==> src/core/twsp_pkg.sv <==
// Purpose: Shared constants and types for the wake/shutdown and PA config
// Assumes: sys_clk at 100 MHz stands in for the crystal-side logic clock
// Notes:   Register offsets and field positions live here only
package twsp_pkg;

  // Clock and time figures
  localparam int unsigned CLK_MHZ          = 100;
  localparam int unsigned BUFFERED_CLOCK_OUTPUT_DELAY_US  = 80;
  localparam int unsigned BUFFERED_CLOCK_OUTPUT_DELAY_CYC = BUFFERED_CLOCK_OUTPUT_DELAY_US * CLK_MHZ;
  localparam int unsigned IDLE_CNT_BITS    = 12;
  localparam int unsigned OSC_START_CYC    = 16;
  localparam int unsigned PLL_LOCK_CYC     = 16;
  localparam int unsigned BUF_CLK_DIV      = 4;

  // Crystal divider ratios, divide by 4, 5, 6
  localparam logic [2:0] XDIV_RATIO_00 = 3'h4;
  localparam logic [2:0] XDIV_RATIO_01 = 3'h5;
  localparam logic [2:0] XDIV_RATIO_10 = 3'h6;

  // Register offsets
  localparam logic [7:0] OFS_CLOCK_CONFIG = 8'h00;
  localparam logic [7:0] OFS_SHUTDOWN_AND_BOOST_CONTROL_BOOST   = 8'h05;
  localparam logic [7:0] OFS_AMP_POWER    = 8'h06;
  localparam logic [7:0] OFS_TUNE_CAP     = 8'h07;

  // Field positions
  localparam int unsigned XDIV_LSB    = 4;
  localparam int unsigned BOOST_BIT   = 0;
  localparam int unsigned AMP_PWR_LSB = 0;
  localparam int unsigned TUNE_LSB    = 0;

  // Reset values
  localparam logic [7:0] RST_CLOCK_CONFIG = 8'h10;
  localparam logic [7:0] RST_SHUTDOWN_AND_BOOST_CONTROL_BOOST   = 8'h00;
  localparam logic [7:0] RST_AMP_POWER    = 8'h07;
  localparam logic [7:0] RST_TUNE_CAP     = 8'h00;

  localparam logic [2:0] AMP_PWR_MAX = 3'h7;
  localparam logic [4:0] TUNE_ZERO   = 5'h00;

  typedef enum logic [2:0] {
    TWSP_SHUTDOWN, TWSP_OSC_START, TWSP_PLL_LOCK, TWSP_RUN
  } twsp_state_t;

  // Register write strobe with address and data
  typedef struct packed {
    logic       wr;
    logic [7:0] addr;
    logic [7:0] data;
  } twsp_wr_t;

  // Analog-facing PA configuration
  typedef struct packed {
    logic [2:0] amp_power;
    logic       duty_boost;
    logic [4:0] tune_cap;
  } twsp_pa_cfg_t;

endpackage

==> src/core/twsp_timebase.sv <==
// Purpose: Divides the crystal-side clock to the 20 MHz time base tick at the divide-by-5 ratio
// Assumes: Ratio code 11 is illegal and falls back to divide by 5
// Notes:   Tick is a one-cycle enable, never a derived clock
`timescale 1ns/1ps
module twsp_timebase (
  input  wire logic       sys_clk,
  input  wire logic       rst_n,
  input  wire logic       run,
  input  wire logic [1:0] div_sel,
  output logic            tick
);

  logic [2:0] cnt_q;
  logic [2:0] cnt_d;
  logic [2:0] ratio;

  // Ratio select from divider field
  assign ratio = (div_sel == 2'h0) ? twsp_pkg::XDIV_RATIO_00 :
                 (div_sel == 2'h2) ? twsp_pkg::XDIV_RATIO_10 :
                                     twsp_pkg::XDIV_RATIO_01;
  assign tick  = run && (cnt_q == ratio - 3'h1);
  assign cnt_d = (!run || tick) ? 3'h0 : cnt_q + 3'h1;

  // Divider counter
  always_ff @(posedge sys_clk or negedge rst_n) begin
    if (!rst_n) begin
      cnt_q <= 3'h0;
    end else begin
      cnt_q <= cnt_d;
    end
  end

endmodule

==> src/core/twsp_core.sv <==
// Purpose: Wake, auto-shutdown, clock output and PA configuration
// Assumes: Registers written through a decoded serial-bus write strobe
// Notes:   Time base tick comes from twsp_timebase
`timescale 1ns/1ps
module twsp_core (
  input  wire logic                   sys_clk,
  input  wire logic                   rst_n,
  input  wire logic                   data_in,
  input  wire logic                   mode_select_low_pin,
  input  wire logic                   mode_select_high_pin,
  input  wire twsp_pkg::twsp_wr_t     reg_wr,
  input  wire logic [7:0]             reg_rd_addr,
  output logic [7:0]                  reg_rd_data,
  output logic                        osc_enable,
  output logic                        synth_enable,
  output logic                        pa_ready,
  output logic                        buffered_clock_output,
  output twsp_pkg::twsp_pa_cfg_t      pa_cfg,
  output logic                        shutdown
);

  twsp_pkg::twsp_state_t state_q;
  twsp_pkg::twsp_state_t state_d;
  logic [7:0]  clock_config_q;
  logic [7:0]  shutdown_and_boost_control_boost_q;
  logic [7:0]  amp_power_q;
  logic [7:0]  tune_cap_q;
  logic [11:0] idle_q;
  logic [4:0]  step_q;
  logic [13:0] clk_dly_q;
  logic [1:0]  ckdiv_q;
  logic        ck_q;
  logic        tb_seen_q;
  logic        data_q;
  logic        tick;
  logic        preset_mode;
  logic        wake_req;
  logic        idle_done;
  logic        clk_ready;
  logic        wr_hit;
  logic [2:0]  amp_field;
  logic [4:0]  tune_field;
  logic        boost_field;
  twsp_pkg::twsp_pa_cfg_t pa_cfg_d;

  // Mode decode from strap pins
  assign preset_mode = mode_select_low_pin | mode_select_high_pin;
  assign wr_hit      = reg_wr.wr && !preset_mode;
  assign wake_req    = preset_mode ? (data_in && !data_q) : wr_hit;
  assign idle_done   = preset_mode && tick && !data_in
                       && (idle_q == 12'hFFF);
  assign clk_ready   = clk_dly_q == 14'(twsp_pkg::BUFFERED_CLOCK_OUTPUT_DELAY_CYC);

  twsp_timebase u_tb (
    .sys_clk (sys_clk),
    .rst_n   (rst_n),
    .run     (osc_enable),
    .div_sel (clock_config_q[twsp_pkg::XDIV_LSB +: 2]),
    .tick    (tick)
  );

  // Field views of registers
  assign amp_field   = amp_power_q[twsp_pkg::AMP_PWR_LSB +: 3];
  assign tune_field  = tune_cap_q[twsp_pkg::TUNE_LSB +: 5];
  assign boost_field = shutdown_and_boost_control_boost_q[twsp_pkg::BOOST_BIT];
  assign pa_cfg_d.amp_power  = preset_mode ? twsp_pkg::AMP_PWR_MAX
                                           : amp_field;
  assign pa_cfg_d.tune_cap   = preset_mode ? twsp_pkg::TUNE_ZERO
                                           : tune_field;
  assign pa_cfg_d.duty_boost = preset_mode ? 1'b0 : boost_field;

  // Read mux
  assign reg_rd_data =
    (reg_rd_addr == twsp_pkg::OFS_CLOCK_CONFIG) ? clock_config_q :
    (reg_rd_addr == twsp_pkg::OFS_SHUTDOWN_AND_BOOST_CONTROL_BOOST)   ? shutdown_and_boost_control_boost_q :
    (reg_rd_addr == twsp_pkg::OFS_AMP_POWER)    ? amp_power_q :
    (reg_rd_addr == twsp_pkg::OFS_TUNE_CAP)     ? tune_cap_q : 8'h00;

  // Power state outputs
  assign osc_enable   = state_q != twsp_pkg::TWSP_SHUTDOWN;
  assign synth_enable = state_q == twsp_pkg::TWSP_PLL_LOCK
                        || state_q == twsp_pkg::TWSP_RUN;
  assign pa_ready     = state_q == twsp_pkg::TWSP_RUN;
  assign shutdown     = state_q == twsp_pkg::TWSP_SHUTDOWN;

  // Sequencer next state
  always_comb begin
    state_d = state_q;
    unique case (state_q)
      twsp_pkg::TWSP_SHUTDOWN: begin
        if (wake_req) begin
          state_d = twsp_pkg::TWSP_OSC_START;
        end
      end
      twsp_pkg::TWSP_OSC_START: begin
        if (step_q == 5'(twsp_pkg::OSC_START_CYC - 1)) begin
          state_d = twsp_pkg::TWSP_PLL_LOCK;
        end
      end
      twsp_pkg::TWSP_PLL_LOCK: begin
        if (step_q == 5'(twsp_pkg::PLL_LOCK_CYC - 1)) begin
          state_d = twsp_pkg::TWSP_RUN;
        end
      end
      twsp_pkg::TWSP_RUN: begin
        if (idle_done) begin
          state_d = twsp_pkg::TWSP_SHUTDOWN;
        end
      end
      default: state_d = twsp_pkg::TWSP_SHUTDOWN;
    endcase
  end

  // State and step counter
  always_ff @(posedge sys_clk or negedge rst_n) begin
    if (!rst_n) begin
      state_q <= twsp_pkg::TWSP_SHUTDOWN;
      step_q  <= 5'h00;
      data_q  <= 1'b0;
    end else begin
      state_q <= state_d;
      step_q  <= (state_d != state_q) ? 5'h00 : step_q + 5'h01;
      data_q  <= data_in;
    end
  end

  // Idle counter, counts time base ticks while data is low
  always_ff @(posedge sys_clk or negedge rst_n) begin
    if (!rst_n) begin
      idle_q    <= 12'h000;
      tb_seen_q <= 1'b0;
    end else if (!preset_mode || shutdown) begin
      idle_q    <= 12'h000;
      tb_seen_q <= 1'b0;
    end else if (data_in) begin
      idle_q    <= 12'h000;
      tb_seen_q <= tb_seen_q | tick;
    end else if (tick) begin
      idle_q    <= tb_seen_q ? idle_q + 12'h001 : 12'h000;
      tb_seen_q <= 1'b1;
    end
  end

  // Clock output delay and divider
  always_ff @(posedge sys_clk or negedge rst_n) begin
    if (!rst_n) begin
      clk_dly_q <= 14'h0000;
      ckdiv_q   <= 2'h0;
      ck_q      <= 1'b0;
    end else if (!osc_enable) begin
      clk_dly_q <= 14'h0000;
      ckdiv_q   <= 2'h0;
      ck_q      <= 1'b0;
    end else begin
      if (!clk_ready && (tick || clk_dly_q != 14'h0000)) begin
        clk_dly_q <= clk_dly_q + 14'h0001;
      end
      if (clk_ready && tick) begin
        ckdiv_q <= ckdiv_q + 2'h1;
        if (ckdiv_q == 2'(twsp_pkg::BUF_CLK_DIV / 2 - 1)) begin
          ck_q    <= ~ck_q;
          ckdiv_q <= 2'h0;
        end
      end
    end
  end
  assign buffered_clock_output = ck_q;

  // Registers and PA configuration flops
  always_ff @(posedge sys_clk or negedge rst_n) begin
    if (!rst_n) begin
      clock_config_q <= twsp_pkg::RST_CLOCK_CONFIG;
      shutdown_and_boost_control_boost_q   <= twsp_pkg::RST_SHUTDOWN_AND_BOOST_CONTROL_BOOST;
      amp_power_q    <= twsp_pkg::RST_AMP_POWER;
      tune_cap_q     <= twsp_pkg::RST_TUNE_CAP;
      pa_cfg         <= '0;
    end else begin
      pa_cfg <= pa_cfg_d;
      if (wr_hit && reg_wr.addr == twsp_pkg::OFS_CLOCK_CONFIG) begin
        clock_config_q <= reg_wr.data;
      end
      if (wr_hit && reg_wr.addr == twsp_pkg::OFS_SHUTDOWN_AND_BOOST_CONTROL_BOOST) begin
        shutdown_and_boost_control_boost_q <= reg_wr.data;
      end
      if (wr_hit && reg_wr.addr == twsp_pkg::OFS_AMP_POWER) begin
        amp_power_q <= reg_wr.data;
      end
      if (wr_hit && reg_wr.addr == twsp_pkg::OFS_TUNE_CAP) begin
        tune_cap_q <= reg_wr.data;
      end
    end
  end

  // Preset mode PA forcing
  preset_pa_a: assert property (@(posedge sys_clk) disable iff (!rst_n)
    $past(preset_mode) |-> pa_cfg.amp_power == 3'h7
      && pa_cfg.tune_cap == 5'h00)
    else $error("Preset PA settings not forced");

  boost_follow_a: assert property (@(posedge sys_clk) disable iff (!rst_n)
    !$past(preset_mode) |-> pa_cfg.duty_boost == $past(boost_field))
    else $error("Boost duty not following register");

  idle_shut_a: assert property (@(posedge sys_clk) disable iff (!rst_n)
    idle_done && pa_ready |=> shutdown)
    else $error("No shutdown at idle end");

  data_clear_a: assert property (@(posedge sys_clk) disable iff (!rst_n)
    preset_mode && data_in && pa_ready |=> idle_q == 12'h000)
    else $error("Idle count not cleared by high data");

  wake_start_a: assert property (@(posedge sys_clk) disable iff (!rst_n)
    shutdown && wake_req |=> osc_enable && !synth_enable)
    else $error("Wake did not start oscillator");

  reg_no_idle_a: assert property (@(posedge sys_clk) disable iff (!rst_n)
    !preset_mode |-> !idle_done && idle_q == 12'h000)
    else $error("Idle logic active in register mode");

  mode_pins_a: assert property (@(posedge sys_clk) disable iff (!rst_n)
    (mode_select_low_pin || mode_select_high_pin) |=>
      $stable(clock_config_q) && $stable(shutdown_and_boost_control_boost_q)
      && $stable(amp_power_q) && $stable(tune_cap_q))
    else $error("Register written while a select pin is set");

  clk_quiet_a: assert property (@(posedge sys_clk) disable iff (!rst_n)
    !clk_ready |-> !buffered_clock_output)
    else $error("Clock output before delay elapsed");

endmodule

==> config.mk <==
export PLATFORM = sky130hd
export DESIGN_NAME = twsp_core
export DESIGN_NICKNAME = d
export VERILOG_FILES = /design/src/core/twsp_pkg.sv /design/src/core/twsp_timebase.sv /design/src/core/twsp_core.sv
export SDC_FILE = /design/constraint.sdc
export NUM_CORES = 1
export LEC_CHECK = 0
export ABC_AREA = 1
export CAP_MARGIN = 20
export CELL_PAD_IN_SITES_DETAIL_PLACEMENT = 1
export CELL_PAD_IN_SITES_GLOBAL_PLACEMENT = 1
export CORE_ASPECT_RATIO = 0.8
export CORE_MARGIN = 2
export CORE_UTILIZATION = 47
export DETAILED_ROUTE_END_ITERATION = 10
export DONT_BUFFER_PORTS = 1
export PLACE_DENSITY_LB_ADDON = 0.1
export SYNTH_ARGS = -nofsm -noshare
export SYNTH_HDL_FRONTEND = slang
export SYNTH_SLANG_ARGS = --single-unit
==> constraint.sdc <==
create_clock -name sys_clk -period 2.05 [get_ports sys_clk]
set_clock_uncertainty 0.15 [all_clocks]
set_input_delay 0.205 -clock sys_clk [delete_from_list [all_inputs] [get_ports sys_clk]]
set_output_delay 0.205 -clock sys_clk [all_outputs]
set_load 0.01 [all_outputs]
==> out/metrics.cfg, run 1 <==
[logic_synthesis]
yosysTopAreaCell = dfrtp_1
synth_edf_count = 0
netlist.area_leader.share = 0.4898
synthArstFlopShare = 1.000
syn_avg_cell_area_um2 = 8.271
synthTopCellsByCount = 107 x nand2_1, 79 x dfrtp_1, 64 x inv_1
synth_warnings = 0
synth_cell_types = 40
ys_seq_area_frac = 0.5158
synth_fp_nets = 524
synth.most_common_cell = nand2_1
syn-instance-count = 488
netlist_area_mm2 = 0.004036
ys_ff_latch = 83
ys.flop_type = dfrtp_1
yosys-top-cells-area = dfrtp_1 49%, nand2_1 10%, o21ai_0 6.1%

[floorplan]
io_pins = 52
fp.dieH_um = 86.89
start_util = 0.4801
core-area_mm2 = 0.008408
die_w_um = 107.6
die_area_mm2 = 0.009350
num_rows = 30

[setup_path]
reg2reg_depth = 11
r2r-start = step_q[0]
startpoint_type = register
r2r_setup_slack_ps = 110
path_class = reg -> reg
critPathMaxFanout = 5
worstSetupEndpointType = register
crit_required_ps = 2140
r2r_end = step_q[3]
crit_arrival_ps = 2030

[clock_network]
cts_tree = done
clock_sinks = 83
clk_latency_ps = 350
cts_buffer_depth = 2
h-tree-depth = 3
cts.clk_slew.worst_paths_ps = 90
cts_root_buffer = clkbuf_8
cts_buffers = 9
cts_hold_buf = 11

[global_routing]
grt_pass1_vias = 3285
antenna_found_initial = 0
grtUsageTotal = 0.2254
grt_remaining_overflow = 0
grt_first_pass_wirelength_um = 16290
grt_max_degree = 84

[run_status]
outcome = finished with violations
violations = hold timing

[placement]
gp_congestion = 0.7966
post-place-cells = 601
port_buffers = 0
placed_area_mm2 = 0.004194
hpwl_um = 6933

[drt]
drt_iter0_markers = 121
num_vias = 3292
avgViaCountPerCell = 5.217
drt_wl_total_um = 9864
wl_per_cell_um = 15.63
dr.pass1.iters = 4
final_antenna_net_count = 0
drcViolationCount = 0

[sta]
min_period_ps = 1940
drv_slew = 0
relSlewSlack = 0.6144
hold_ws_ps = -607.6
fmax_mhz = 515.4
tightest_slew_ps = 577.0
setup_viol = 0
post-route-period-util = 0.9464
hold_viol = 83
rsz0062_at_grt = true

[cells_and_area]
drive_gt1_frac = 0.1214
post-route-util = 0.5420
areaGrowthSynthToFinish_pct = 12.90
layout.cells.non_filler = 631
stdcell_area_mm2 = 0.004557
num_antenna_cells = 0
fin_nets = 550

[flow_run]
cap_violations = 0

[pwr]
cellPowerDensity_mw_per_mm2 = 779.7
p_leak_nw = 2.144
vdd_drop_max_uv = 340.8
power_mw = 3.553

[min_path]
hold_class = in -> async

==> area by class of cell <==
class	instances	area, µm²
fill	1046	3851
inverter	70	267.8
timing repair buffer	22	192.7
clock inverter	3	65.06
tap	112	140.1
sequential	83	2082
clock buffer	13	138.9
multi-input combinational	328	1670
==> routing by layer <==
metal	wire [µm]	vias to the layer above	track usage	part of all wire
li1	-	1621	-	-
met1	4844	1620	0.3140	0.49
met2	4575	43	0.3568	0.46
met3	357	8	0.05834	0.036
met4	86	0	0.05245	0.0087
met5	0	-	0	0
==> worst max path at each step <==
stage	from	to	slack, ps	cells after the start
CTS	clock_config_q[4]	idle_q[11]	90	10
finish	step_q[0]	step_q[3]	110	11
global placement	clock_config_q[4]	idle_q[9]	120	11
detailed placement	clock_config_q[4]	idle_q[11]	30	10
global route	mode_select_low_pin	tune_cap_q[5]	-50	7
floorplan	step_q[0]	step_q[2]	290	11
==> layout by cell type, fill, tap and decap left out, types with 5 or more instances in the layout <==
cell	instances
nand3_1	17
nor2_4	5
o21ai_0	49
nor2_2	9
a21oi_1	23
inv_1	64
nor2_1	52
nor4_1	5
nor3_1	8
inv_2	5
ha_1	6
nand2_2	5
clkbuf_8	9
nand4_1	9
nand2_1	106
dlygate4sd3_1	11
dfrtp_1	79
buf_4	11
==> worst max-delay path, stage by stage (launching register included) <==
cell	delay (ps)
dfrtp_1	410
ha_1	250
and3_1	190
ha_1	230
nand2_1	100
o211ai_2	90
inv_2	80
nand2_2	60
nand2_1	70
nand2_2	60
nand2_4	100
nor2_2	40
==> what timing repair did <==
item / in CTS / in global routing
setup buffers: 0 / 3
hold endpoints to repair: 117 / 83
pin swaps: 0 / 1
setup endpoints to repair: 1 / 19
resized for setup: 1 / 5
==> flip-flops by register name, indices dropped and copies added (netlist names) <==
signal,cells
shutdown_and_boost_control_boost_q,8
idle_q,12
clk_dly_q,14
buffered_clock_output,1
u_tb.cnt_q,3
tune_cap_q,8
step_q,5
pa_cfg,9
data_q,1
clock_config_q,8
state_q,3
ckdiv_q,2
tb_seen_q,1
amp_power_q,8
==> power breakdown <==
part	switching (mW)	leakage [nW]	total [mW]	internal (mW)
logic	0.297	0.923	0.494	0.197
clock network	0.564	0.102	1.25	0.688
registers	0.0862	1.12	1.81	1.72
total	0.947	2.14	3.55	2.61
==> kinds of logic (layout without fill, tap and decap cells) <==
group | after synthesis | count (layout) | synth area share
AOI/OAI and AO/OA | 87 | 87 | 0.1175
other | 1 | 1 | 0.0009291
xor gates and xnor gates | 4 | 4 | 0.008681
buffers and inverters | 77 | 108 | 0.07563
DFF | 83 | 83 | 0.5158
adders and majority gates | 6 | 6 | 0.01860
and+or+nand+nor | 230 | 230 | 0.2629
==> per-stage QoR <==
step	hold WS [ps]	setup TNS [ps]	setup slack, ps
2_1_floorplan	-240.6	0	288.4
3_3_place_gp	-237.7	0	121.7
3_5_place_dp	-236.7	0	25.35
4_1_cts	-627.1	0	88.40
5_1_grt	-636.4	-237.8	-47.03
6_report	-607.6	0	109.9
No activity file was read; power rests on OpenSTA's default activity.
==> run 2, diff against run 1 <==
--- a/config.mk
+++ b/config.mk
@@ -5,13 +5,12 @@
 export SDC_FILE = /design/constraint.sdc
 export NUM_CORES = 1
 export LEC_CHECK = 0
-export ABC_AREA = 1
 export CAP_MARGIN = 20
 export CELL_PAD_IN_SITES_DETAIL_PLACEMENT = 1
 export CELL_PAD_IN_SITES_GLOBAL_PLACEMENT = 1
 export CORE_ASPECT_RATIO = 0.8
 export CORE_MARGIN = 2
-export CORE_UTILIZATION = 47
+export CORE_UTILIZATION = 50
 export DETAILED_ROUTE_END_ITERATION = 10
 export DONT_BUFFER_PORTS = 1
 export PLACE_DENSITY_LB_ADDON = 0.1
==> run 2 against run 1 <==
Against the previous run:
- the run still ends with hold timing left
- synthesized area grew 1.2%
- total power rose by 1.5%
- critical path depth is 4 lower
- routed wire length rose by 6.7%
==> out/metrics.cfg, run 2 <==
[setup_path]
worstSetupEndpointType = register
r2r_setup_slack_ps = 60  ; -50 ps
startpoint_type = register
path_delay_family = simple AND/OR/NAND/NOR gates
crit_required_ps = 2150  ; about the same
crit_arrival_ps = 2090  ; +60 ps
path_class = reg -> reg
r2r-start = clk_dly_q[0]
r2r_end = clk_dly_q[1]
worst-path-buf-inv = 2  ; +1
crit_end = clk_dly_q[1]
max_stage_delay_ps = 460  ; +50 ps
startpoint = clk_dly_q[0]
critPathMaxFanout = 2  ; -3
reg2reg_depth = 7  ; -4
path_cells = inv_2, ha_1, or4b_4, buf_4, or2_2, o21ai_1, a21oi_1
crit_cells = 7  ; -4
cp_slowest_cell = or4b_4

[logic_synthesis]
netlist_area_mm2 = 0.004084  ; +1.2%
synth_edf_count = 0  ; unchanged
synth_cell_types = 55  ; +38%
ys_seq_area_frac = 0.5098  ; -0.006005
synthArstFlopShare = 1.000  ; unchanged
synth_warnings = 0  ; unchanged
ys_ff_latch = 83  ; unchanged
syn_avg_cell_area_um2 = 10.39  ; +26%
synth-xor-area-share = 0.02788  ; +0.01920
yosys-top-cells-area = dfrtp_1 48%, mux2_2 9.4%, nor2_1 3.6%
synth_fp_nets = 429  ; -18%
synth_compound_area_frac = 0.1198  ; +0.002309
synth_top_family_by_area = simple AND/OR/NAND/NOR gates
ys.flop_type = dfrtp_1
netlist.area_leader.share = 0.4841  ; -0.005702
synthAdderAreaFrac = 0.01838  ; -0.0002165
syn-instance-count = 393  ; -19%
yosysTopAreaCell = dfrtp_1
synthTopCellsByCount = 79 x dfrtp_1, 39 x nor2_1, 34 x mux2_2
yosys.area_share.simple = 0.2071  ; -0.05576
synth.mux.area_fraction = 0.09375  ; +0.09375
synth.most_common_cell = dfrtp_1

[drt]
wl_per_cell_um = 19.09  ; +22%
avgViaCountPerCell = 5.887  ; +13%
num_vias = 3244  ; -1.5%
final_antenna_net_count = 0  ; unchanged
drt_wl_total_um = 10520  ; +6.7%
drcViolationCount = 0  ; unchanged
dr.pass1.iters = 5  ; +1
drt_iter0_markers = 120  ; -0.83%

[clock_network]
cts.clk_slew.worst_paths_ps = 90  ; about the same
cts_hold_buf = 13  ; +2
cts_buffer_depth = 2  ; unchanged
cts_buffers = 9  ; unchanged
h-tree-depth = 3  ; unchanged
cts_tree = done
clock_sinks = 83  ; unchanged
clk_latency_ps = 360  ; about the same
cts_root_buffer = clkbuf_8

[sta]
drv_slew = 0  ; unchanged
fmax_mhz = 501.5  ; -2.7%
post-route-period-util = 0.9727  ; +0.02631
relSlewSlack = 0.6630  ; +0.04861
hold_viol = 83  ; unchanged
min_period_ps = 1994  ; +53.93 ps
tightest_slew_ps = 503.6  ; -73.37 ps
setup_viol = 0  ; unchanged
hold_ws_ps = -621.1  ; -13.50 ps

[cells_and_area]
layout_common_cells = 78 x dfrtp_1, 37 x nor2_1, 34 x mux2_2, 31 x buf_4, 23 x a21oi_1
num_antenna_cells = 0  ; unchanged
areaGrowthSynthToFinish_pct = 19.49
drive_gt1_frac = 0.2641  ; +0.1427
final_common_cell = dfrtp_1
reg_top3 = clk_dly_q: 14 flops, idle_q: 12 flops, pa_cfg: 9 flops
fin_nets = 474  ; -14%
regMostFlops = clk_dly_q
stdcell_area_mm2 = 0.004880  ; +7.1%
largest_reg_flops = 14  ; unchanged

[min_path]
hold_class = in -> async

[floorplan]
start_util = 0.5139  ; +0.03388
die_w_um = 105.0  ; -2.4%
die_area_mm2 = 0.008911  ; -4.7%
core-area_mm2 = 0.007946  ; -5.5%
fp.dieH_um = 84.84  ; -2.4%
num_rows = 29  ; -3.3%
io_pins = 52  ; unchanged

[pwr]
p_leak_nw = 2.214  ; +3.3%
cellPowerDensity_mw_per_mm2 = 739.1  ; -5.2%
vdd_drop_max_uv = 382.5  ; +12%

[global_routing]
grt_first_pass_wirelength_um = 17410  ; +6.9%
grtUsageTotal = 0.2508  ; +0.02547
grt_pass1_vias = 3346  ; +1.9%
antenna_found_initial = 0  ; unchanged
grt_max_degree = 84  ; unchanged
grt_remaining_overflow = 0  ; unchanged

[placement]
hpwl_um = 7203  ; +3.9%
port_buffers = 0  ; unchanged
gp_congestion = 0.8342  ; +4.7%
placed_area_mm2 = 0.004407  ; +5.1%

[run_status]
violations = hold timing
outcome = finished with violations

[flow_run]
cap_violations = 0  ; unchanged

## run 2: cell types whose count changed in the layout (fill, tap and decap cells not counted), moves of 7 or more
| cell | previous run | this run |
|---|---|---|
| o21ai_0 | 49 | 21 |
| mux2_2 | 0 | 34 |
| buf_4 | 11 | 31 |
| a22oi_1 | 0 | 7 |
| xor2_1 | 2 | 9 |
| nand2_1 | 106 | 22 |
| and2_1 | 0 | 9 |
| nor2_1 | 52 | 37 |
| nor2_2 | 9 | 2 |
| or3_1 | 0 | 9 |
| inv_1 | 64 | 11 |
## run 2: area by class of cell
class | instances | area (µm²)
multi-input cells | 286 | 1992
inverters | 12 | 45.04
well taps | 108 | 135.1
fillers | 863 | 3067
clock inverters | 4 | 56.30
repair buffers | 46 | 402.9
clock buffers | 12 | 165.2
flip-flops and latches | 83 | 2083
## run 2: layer usage
| metal | global-route usage | routed length (µm) | vias up | part of all wire |
|---|---|---|---|---|
| met5 | 0 | 0 | - | 0 |
| met4 | 0.06424 | 97 | 0 | 0.0092 |
| met3 | 0.06452 | 498 | 8 | 0.047 |
| met2 | 0.3843 | 5015 | 74 | 0.48 |
| met1 | 0.3597 | 4909 | 1653 | 0.47 |
| li1 | - | - | 1509 | - |
## run 2: stage by stage
step | cells | util | setup TNS (ps) | total power [mW] | setup slack [ps]
after global placement | 516 | 0.5546 | 0 | 2.216 | 20.99
after CTS | 547 | 0.6035 | 0 | 3.586 | 0.4887
after global routing | 551 | 0.6141 | -43.83 | 3.780 | -34.49
after detailed placement | 516 | 0.5546 | -520.3 | 2.234 | -115.7
final | 551 | 0.6141 | 0 | 3.607 | 55.95
after floorplan | 393 | - | 0 | 2.055 | 48.41
## run 2: timing repair
item | CTS | global route
endpoints found under the setup margin | 12 | 17
buffers inserted | 2 | 4
hold endpoints to repair | 122 | 83
gates resized for setup | 6 | 15
gates cloned | 0 | 0
pin swaps | 1 | 10
## run 2: how the worst min path moves through the flow
stage | endpoint | slack [ps]
detailed placement | step_q[4] | -240
global placement | state_q[2] | -240
global route | pa_cfg[0] | -640
finish | pa_cfg[0] | -620
floorplan | amp_power_q[3] | -240
CTS | pa_cfg[0] | -640
## run 2: kinds of logic (layout without fill, tap and decap cells)
| kind of cell | after synthesis | in the layout |
|---|---|---|
| other | 1 | 1 |
| and+or+nand+nor | 153 | 153 |
| adders and majority gates | 6 | 6 |
| muxes | 34 | 34 |
| AOI/OAI and AO/OA | 79 | 79 |
| DFF | 83 | 83 |
| xor gates and xnor gates | 13 | 13 |
| buffers and inverters | 24 | 74 |
## run 2: power by group
part / leakage [nW] / switching (mW) / internal [mW]
registers: 1.12 / 0.0570 / 1.70
logic: 0.982 / 0.280 / 0.280
clock network: 0.113 / 0.619 / 0.672
